[src/hw/frvmf_pkg.sv]
// Constants and types shared by the frame rate video mode follower
package frvmf_pkg;

  // ***********************************************************
  // Clock and timing
  // ***********************************************************
  localparam int unsigned CLK_HZ        = 10_000_000;
  localparam int unsigned CLK_PERIOD_NS = 100;
  localparam int unsigned HOST_CLK_KHZ  = 21_477;
  localparam int unsigned SWITCH_NS     = 10_000;
  localparam int unsigned SWITCH_CYC    = SWITCH_NS / CLK_PERIOD_NS;
  localparam int unsigned BLANK_MS      = 2_000;
  localparam int unsigned BLANK_CYC     = BLANK_MS * (CLK_HZ / 1_000);

  // ***********************************************************
  // Frame rates and frame period measurement
  // ***********************************************************
  localparam int unsigned RATE60_HZ = 60;
  localparam int unsigned RATE50_HZ = 50;
  localparam int unsigned PER_W     = 20;
  localparam logic [PER_W-1:0] PER60  = PER_W'(CLK_HZ / RATE60_HZ);
  localparam logic [PER_W-1:0] PER50  = PER_W'(CLK_HZ / RATE50_HZ);
  localparam logic [PER_W-1:0] PER_MID =
    PER_W'((CLK_HZ / RATE60_HZ + CLK_HZ / RATE50_HZ) / 2);
  localparam logic [PER_W-1:0] PER_MAX = 20'hFFFFF;
  localparam logic [PER_W-1:0] PER_MIN = PER_W'(CLK_HZ / 100);
  localparam logic [PER_W-1:0] PLL_TOL = 20'h00008;

  // ***********************************************************
  // Output format geometry
  // ***********************************************************
  localparam int unsigned GEO_W = 10;
  localparam logic [GEO_W-1:0] H60 = 10'h280;
  localparam logic [GEO_W-1:0] V60 = 10'h1E0;
  localparam logic [GEO_W-1:0] H50 = 10'h300;
  localparam logic [GEO_W-1:0] V50 = 10'h240;

  localparam int unsigned BLK_W = 25;

  typedef enum logic [1:0] {
    FRVMF_RST,
    FRVMF_RUN
  } frvmf_core_t;

endpackage

[src/hw/frvmf_follower.sv]
// Frame rate follower that keeps the display core locked to the host
//
// Behaviour
// - Continuously measure host sync frame rate; switch output format on change.
// - Any 60 Hz host mode is output as progressive 640x480 at 60 Hz.
// - Any 50 Hz host mode is output as 4:3 768x576 at 50 Hz.
// - Format chosen from frame rate only; monitor identification data never read.
// - Display core takes the new scan rate within 10 us of a change.
// - Output may blank for about 2 s while the back end settles.
// - Steer a loop so the regenerated clock is coherent with 21.477 MHz.
// - Display core shares host clock, reset and start event.
`timescale 1ns/1ps
`default_nettype none

module frvmf_follower
  import frvmf_pkg::*;
#(
  parameter int unsigned BLANK_CYCLES = frvmf_pkg::BLANK_CYC,
  parameter logic [frvmf_pkg::PER_W-1:0] PER60_CYC  = frvmf_pkg::PER60,
  parameter logic [frvmf_pkg::PER_W-1:0] PER50_CYC  = frvmf_pkg::PER50,
  parameter logic [frvmf_pkg::PER_W-1:0] PERMIN_CYC = frvmf_pkg::PER_MIN
)
(
  input  wire logic                        clock,
  input  wire logic                        rst_n,
  input  wire logic                        host_vsync,
  input  wire logic                        host_reset_n,
  output logic                             fmt_60_q,
  output logic [frvmf_pkg::GEO_W-1:0]      h_active_q,
  output logic [frvmf_pkg::GEO_W-1:0]      v_active_q,
  output logic                             core_rate_60_q,
  output logic                             core_reset_n_q,
  output logic                             core_start_q,
  output logic                             blank_q,
  output logic                             pll_up_q,
  output logic                             pll_dn_q,
  output logic                             pll_lock_q
);
  import frvmf_pkg::*;

  localparam logic [PER_W:0]   PER_SUM     = {1'b0, PER60_CYC} + PER50_CYC;
  localparam logic [PER_W-1:0] PER_MID_CYC = PER_SUM[PER_W:1];

  // ***********************************************************
  // Pin synchronisers
  // ***********************************************************
  logic              vs_meta_q;
  logic              vs_sync_q;
  logic              vs_prev_q;
  logic              hr_meta_q;
  logic              hr_sync_q;
  logic              hr_prev_q;
  logic              vs_edge;

  always_ff @(posedge clock or negedge rst_n)
  begin
    if (!rst_n)
    begin
      vs_meta_q <= 1'b0;
      vs_sync_q <= 1'b0;
      vs_prev_q <= 1'b0;
      hr_meta_q <= 1'b0;
      hr_sync_q <= 1'b0;
      hr_prev_q <= 1'b0;
    end
    else
    begin
      vs_meta_q <= host_vsync;
      vs_sync_q <= vs_meta_q;
      vs_prev_q <= vs_sync_q;
      hr_meta_q <= host_reset_n;
      hr_sync_q <= hr_meta_q;
      hr_prev_q <= hr_sync_q;
    end
  end

  assign vs_edge = vs_sync_q && !vs_prev_q;

  // ***********************************************************
  // Frame period measurement
  // ***********************************************************
  logic [PER_W-1:0]  per_cnt_q;
  logic [PER_W-1:0]  per_d;
  logic              per_ok;
  logic              meas_60;

  // Sync glitches shorter than a plausible frame give no rate but restart the period count and the two-frame match
  function automatic logic is_60(input logic [PER_W-1:0] per);
    return per < PER_MID_CYC;
  endfunction

  assign per_ok  = (per_cnt_q >= PERMIN_CYC) && (per_cnt_q != PER_MAX);
  assign meas_60 = is_60(per_cnt_q);
  assign per_d   = (per_cnt_q == PER_MAX) ? PER_MAX : per_cnt_q + 1'b1;

  always_ff @(posedge clock or negedge rst_n)
  begin
    if (!rst_n)
      per_cnt_q <= '0;
    else if (vs_edge)
      per_cnt_q <= '0;
    else
      per_cnt_q <= per_d;
  end

  // ***********************************************************
  // Rate decision
  // ***********************************************************
  logic              cand_60_q;
  logic              cand_seen_q;
  logic              fmt_change;

  // Two matching frames needed; one odd frame never moves the format
  assign fmt_change = vs_edge && per_ok && cand_seen_q
                      && (cand_60_q == meas_60) && (meas_60 != fmt_60_q);

  always_ff @(posedge clock or negedge rst_n)
  begin
    if (!rst_n)
    begin
      cand_60_q   <= 1'b1;
      cand_seen_q <= 1'b0;
    end
    else if (vs_edge)
    begin
      cand_60_q   <= meas_60;
      cand_seen_q <= per_ok;
    end
  end

  // Decision uses only the measured host rate; no monitor data path
  always_ff @(posedge clock or negedge rst_n)
  begin
    if (!rst_n)
      fmt_60_q <= 1'b1;
    else if (fmt_change)
      fmt_60_q <= meas_60;
  end

  always_ff @(posedge clock or negedge rst_n)
  begin
    if (!rst_n)
    begin
      h_active_q <= H60;
      v_active_q <= V60;
    end
    else if (fmt_60_q)
    begin
      h_active_q <= H60;
      v_active_q <= V60;
    end
    else
    begin
      h_active_q <= H50;
      v_active_q <= V50;
    end
  end

  // Core follows one cycle after the decision, far inside the limit
  always_ff @(posedge clock or negedge rst_n)
  begin
    if (!rst_n)
      core_rate_60_q <= 1'b1;
    else
      core_rate_60_q <= fmt_60_q;
  end

  // ***********************************************************
  // Back end settle blanking
  // ***********************************************************
  logic [BLK_W-1:0]  blk_cnt_q;

  always_ff @(posedge clock or negedge rst_n)
  begin
    if (!rst_n)
      blk_cnt_q <= '0;
    else if (fmt_change)
      blk_cnt_q <= BLK_W'(BLANK_CYCLES);
    else if (blk_cnt_q != '0)
      blk_cnt_q <= blk_cnt_q - 1'b1;
  end

  always_ff @(posedge clock or negedge rst_n)
  begin
    if (!rst_n)
      blank_q <= 1'b0;
    else
      blank_q <= fmt_change || (blk_cnt_q > BLK_W'(1));
  end

  // ***********************************************************
  // Frequency steering for the regenerating loop
  // ***********************************************************
  logic [PER_W-1:0]  nom;

  assign nom = fmt_60_q ? PER60_CYC : PER50_CYC;

  // A frame too long means the local clock runs fast against the host
  always_ff @(posedge clock or negedge rst_n)
  begin
    if (!rst_n)
    begin
      pll_up_q   <= 1'b0;
      pll_dn_q   <= 1'b0;
      pll_lock_q <= 1'b0;
    end
    else if (vs_edge && per_ok)
    begin
      pll_dn_q   <= per_cnt_q > nom + PLL_TOL;
      pll_up_q   <= per_cnt_q + PLL_TOL < nom;
      pll_lock_q <= (per_cnt_q <= nom + PLL_TOL)
                    && (per_cnt_q + PLL_TOL >= nom);
    end
  end

  // ***********************************************************
  // Lockstep reset of the display core
  // ***********************************************************
  always_ff @(posedge clock or negedge rst_n)
  begin
    if (!rst_n)
    begin
      core_reset_n_q <= 1'b0;
      core_start_q   <= 1'b0;
    end
    else
    begin
      core_reset_n_q <= hr_sync_q;
      core_start_q   <= hr_sync_q && !hr_prev_q;
    end
  end

  // ***********************************************************
  // Assertions
  // ***********************************************************
  property p_follow;
    @(posedge clock) disable iff (!rst_n)
    fmt_change |=> (fmt_60_q == $past(meas_60));
  endproperty
  a_follow: assert property (p_follow)
    else $error("format did not follow measured rate");

  property p_geo60;
    @(posedge clock) disable iff (!rst_n)
    $past(fmt_60_q) |-> (h_active_q == H60 && v_active_q == V60);
  endproperty
  a_geo60: assert property (p_geo60)
    else $error("60 Hz geometry wrong");

  property p_geo50;
    @(posedge clock) disable iff (!rst_n)
    !$past(fmt_60_q) |-> (h_active_q == H50 && v_active_q == V50);
  endproperty
  a_geo50: assert property (p_geo50)
    else $error("50 Hz geometry wrong");

  property p_core_fast;
    @(posedge clock) disable iff (!rst_n)
    $changed(fmt_60_q) |-> ##[0:2] (core_rate_60_q == fmt_60_q);
  endproperty
  a_core_fast: assert property (p_core_fast)
    else $error("core rate late");

  property p_blank;
    @(posedge clock) disable iff (!rst_n)
    fmt_change |=> blank_q ##1 blank_q[*4];
  endproperty
  a_blank: assert property (p_blank)
    else $error("output not blanked after change");

  property p_pll;
    @(posedge clock) disable iff (!rst_n)
    (vs_edge && per_ok && per_cnt_q > nom + PLL_TOL)
      |=> (pll_dn_q && !pll_up_q && !pll_lock_q);
  endproperty
  a_pll: assert property (p_pll)
    else $error("loop steering wrong");

  property p_lockstep;
    @(posedge clock) disable iff (!rst_n)
    !hr_sync_q |=> !core_reset_n_q;
  endproperty
  a_lockstep: assert property (p_lockstep)
    else $error("core left reset with host in reset");

  property p_two_frames;
    @(posedge clock) disable iff (!rst_n)
    (vs_edge && (!cand_seen_q || cand_60_q != meas_60))
      |=> $stable(fmt_60_q);
  endproperty
  a_two_frames: assert property (p_two_frames)
    else $error("format moved on a single frame");

endmodule

`default_nettype wire

[config.mk]
export PLATFORM = sky130hd
export DESIGN_NAME = frvmf_follower
export DESIGN_NICKNAME = d
export VERILOG_FILES = /design/src/hw/frvmf_pkg.sv /design/src/hw/frvmf_follower.sv
export SDC_FILE = /design/constraint.sdc
export NUM_CORES = 1
export LEC_CHECK = 0
export BUFFER_PORTS_ARGS = -buffer_cell sky130_fd_sc_hd__buf_2
export CAP_MARGIN = 20
export CORE_ASPECT_RATIO = 0.5
export CORE_MARGIN = 1.5
export CORE_UTILIZATION = 45
export CTS_BUF_LIST = sky130_fd_sc_hd__clkbuf_2 sky130_fd_sc_hd__clkbuf_4 sky130_fd_sc_hd__clkbuf_8
export CTS_CLUSTER_DIAMETER = 120
export DETAILED_ROUTE_END_ITERATION = 6
export GPL_ROUTABILITY_DRIVEN = 0
export HOLD_SLACK_MARGIN = 0.05
export PLACE_DENSITY_LB_ADDON = 0.3
export SLEW_MARGIN = 20
export SYNTH_ARGS = -nofsm -noshare
export SYNTH_HDL_FRONTEND = slang
export SYNTH_SLANG_ARGS = --single-unit
[constraint.sdc]
create_clock -name clock -period 3.3 [get_ports clock]
set_clock_uncertainty 0.1 [all_clocks]
set_input_delay 0.66 -clock clock [delete_from_list [all_inputs] [get_ports clock]]
set_output_delay 0.66 -clock clock [all_outputs]
set_load 0.01 [all_outputs]
==> key figures <==
Yosys
  – Syn avg cell area: ~9.2 µm²
  – Post-synth EDFFs: 0
  – Ys flop type: dfrtp_1
  – Synth warnings: 0
  – Synth cell types: 54
  – Cell Area, Synth: roughly 0.0037 mm²
  – FF+latch count, synth: 61
  – Seq/Total Area, Yosys: 0.4092
  – Asr flop ratio synth: 1.000
  – Cells after Synth: 407

STA
  – Minimum clock period: around 3100 ps
  – Setup TNS: 0 ps
  – Setup violations, final: 0
  – Max transition margin: 0.4738
  – Setup ws final: around 200 ps
  – Final hold viol count: 0
  – WHS: between 200 and 300 ps
  – Fmax: 0.3228 GHz
  – Final slew viol count: 0
  – Worst slew pin tran: between 700 and 800 ps
  – RSZ-0062 raised after global routing: false
  – Crit share post-route: 0.9389

Clocking
  – Clk sink count: 61
  – Clock transition at path regs: approximately 70 ps
  – Root buf cell: clkbuf_8
  – CTS tree: done
  – Clock Latency Late Sink: approximately 350 ps
  – Max clock buf depth: 2
  – Post-CTS Setup Bufs: 0
  – H-tree levels: 3
  – Num CTS Buffers: 9

Placed design
  – DP Cell Count: about 520
  – Setup WS pre-CTS: between 150 and 200 ps
  – Placed cell area: approximately 0.0039 mm²
  – DP HPWL: ~5300 µm
  – Port Buffer Count: 17

Cells and area
  – Leading cell types in the layout, fill and taps excluded: 58 x dfrtp_1, 44 x nor2_1, 31 x a21oi_1
  – Final core utilization: 0.5118
  – Layout area overhead: 9.869%
  – Nets@finish: ~450
  – Antenna cell count: 0
  – Fin area: approximately 0.0041 mm²
  – Finished Layout Cells: 538
  – Most common cell after layout, fill and taps aside: dfrtp_1
  – Layout cells sized above 1: 0.1526

Route
  – First-pass iteration count of the detailed router: 4
  – Vias: between 2000 and 3000
  – Post-Route WL: slightly above 7000 µm
  – DRC violations left: 0
  – 1st-iter DRT viols: 203
  – DR vias/cell: approximately 5.2
  – WL/cell: roughly 13 µm
  – ANT nets after route: 0

Setup path
  – CP max stage cell: a2111oi_1
  – CP delay by family, top: simple AND/OR/NAND/NOR gates
  – CP Data Arrival Time: approximately 3300 ps
  – Critical Path RT: approximately 3500 ps
  – R2R setup slack: 200 ps
  – Setup crit end kind: register
  – Crit path buffers/inverters: 0
  – Worst r2r path cells: 10
  – CP Launch Type: register
  – Worst r2r src: per_cnt_q[4]
  – R2R Path End: pll_up_q
  – Crit-path cells: ha_1, nand3_1, or2_2, or3_1, xnor2_1, ha_1, nand2_1, nor2_1, a2111oi_1, a22o_1
  – Critical path class: register to register
  – Crit-path max FO: 7
  – Top cell by count, worst path: ha_1
  – Crit path largest cell delay: about 500 ps

Global route
  – First-pass GRT wire length: ~12000 µm
  – Number of global-route vias before repair: about 2600
  – Pin count of the biggest net entering global routing: 38
  – Total grt overflow: 0
  – Global Route Usage Sum: 0.1776
  – Initial antenna violation count: 0

Flow run
  – Max-Cap Viols: 0

Floorplanning
  – # IOs: 32
  – # rows: 23
  – Die H: approximately 67 µm
  – Total core area: approximately 0.008 mm²
  – Width of the die: ~130 µm
  – Starting Density: 0.4658
  – DIE AREA: slightly below 0.009 mm²

Pwr
  – Max VDD drop: around 0.16 mV
  – Pleak: between 1.5 and 2 nW
  – Power, Total: roughly 1.7 mW
  – PwrDens: around 410 mW/mm²

Worst hold path
  – Worst hold stages: 0
  – Hold Path End: hr_sync_q
  – Worst Hold Class: register to register
  – HP Start: hr_meta_q

Outcome
  – Status: complete, no violations
[registers in the layout, summed over array words and instances, names as in the netlist]
signal / count
cand_60_q: 1
h_active_q: 1
pll_lock_q: 1
vs_sync_q: 1
core_reset_n_q: 1
core_start_q: 1
fmt_60_q: 1
vs_prev_q: 1
hr_meta_q: 1
blk_cnt_q: 25
blank_q: 1
hr_sync_q: 1
cand_seen_q: 1
per_cnt_q: 20
pll_up_q: 1
pll_dn_q: 1
v_active_q: 1
vs_meta_q: 1
[synth_stat cells (8+ instances only)]
library cell | n | share of area
dfrtp_1 | 58 | 0.39
nor2_1 | 44 | 0.044
a21oi_1 | 32 | 0.043
xnor2_1 | 28 | 0.066
nand2_1 | 26 | 0.026
ha_1 | 20 | 0.067
buf_4 | 19 | 0.038
clkbuf_1 | 18 | 0.018
nand3_1 | 17 | 0.023
xor2_1 | 17 | 0.040
inv_1 | 14 | 0.014
nor3_1 | 12 | 0.016
nand4_1 | 11 | 0.018
nand2b_1 | 8 | 0.013
o21ai_0 | 8 | 0.011
[how the worst max path moves through the flow]
stage                     cells past startpoint  slack (ps)        to    startpoint
after floorplan                              11         410  pll_up_q  per_cnt_q[3]
after global placement                       10         300  pll_up_q  per_cnt_q[3]
after detailed placement                     10         170  pll_up_q  per_cnt_q[3]
after CTS                                    10         120  pll_up_q  per_cnt_q[3]
after global routing                         10           5  pll_up_q  per_cnt_q[3]
final                                        10         200  pll_up_q  per_cnt_q[4]
[kinds of logic (layout without fill, tap and decap cells)]
logic type               Yosys count  in the layout  synth area share
adder cells (fa/ha/maj)           20             20           0.06691
flip-flops                        61             61            0.4092
AO/OA/AOI/OAI                     64             64            0.1087
XOR/XNOR                          45             45            0.1054
AND/OR/NAND/NOR                  160            160            0.2258
other                              2             14          0.002008
buffers and inverters             52             59           0.07327
multiplexers                       3              3          0.008698
[worst register-to-register path, cell delays in order, from the launching register on]
cell       delay, ps
dfrtp_1          470
ha_1             270
nand3_1          190
or2_2            380
or3_1            360
xnor2_1          150
ha_1             270
nand2_1           90
nor2_1            40
a2111oi_1        500
a22o_1           210
[where the power goes]
group | leakage [nW] | internal, mW | switching (mW)
combinational | 1.00 | 0.0460 | 0.0800
sequential | 0.817 | 0.772 | 0.0322
clock | 0.109 | 0.449 | 0.290
[repair_timing]
action | in CTS | in global routing
resized for setup | 0 | 1
hold buffers | 0 | 0
setup endpoints to repair | 0 | 2
[final cells by class]
| cell class | instances | area, µm² |
|---|---|---|
| fill | 753 | 3920 |
| multi-input combinational | 306 | 1986 |
| sequential | 61 | 1530 |
| timing repair buffer | 30 | 182.7 |
| clock buffer | 11 | 145.1 |
| tap | 112 | 140.1 |
| clock inverter | 4 | 72.57 |
| inverter | 14 | 52.55 |
[layer usage]
layer,wire length (µm),vias to the layer above,GRT usage
li1,-,1411,-
met1,3781,1333,0.2368
met2,3148,49,0.2853
met3,229,8,0.04955
met4,94,0,0.05417
met5,0,-,0
Power figures use the tool's default switching activity.
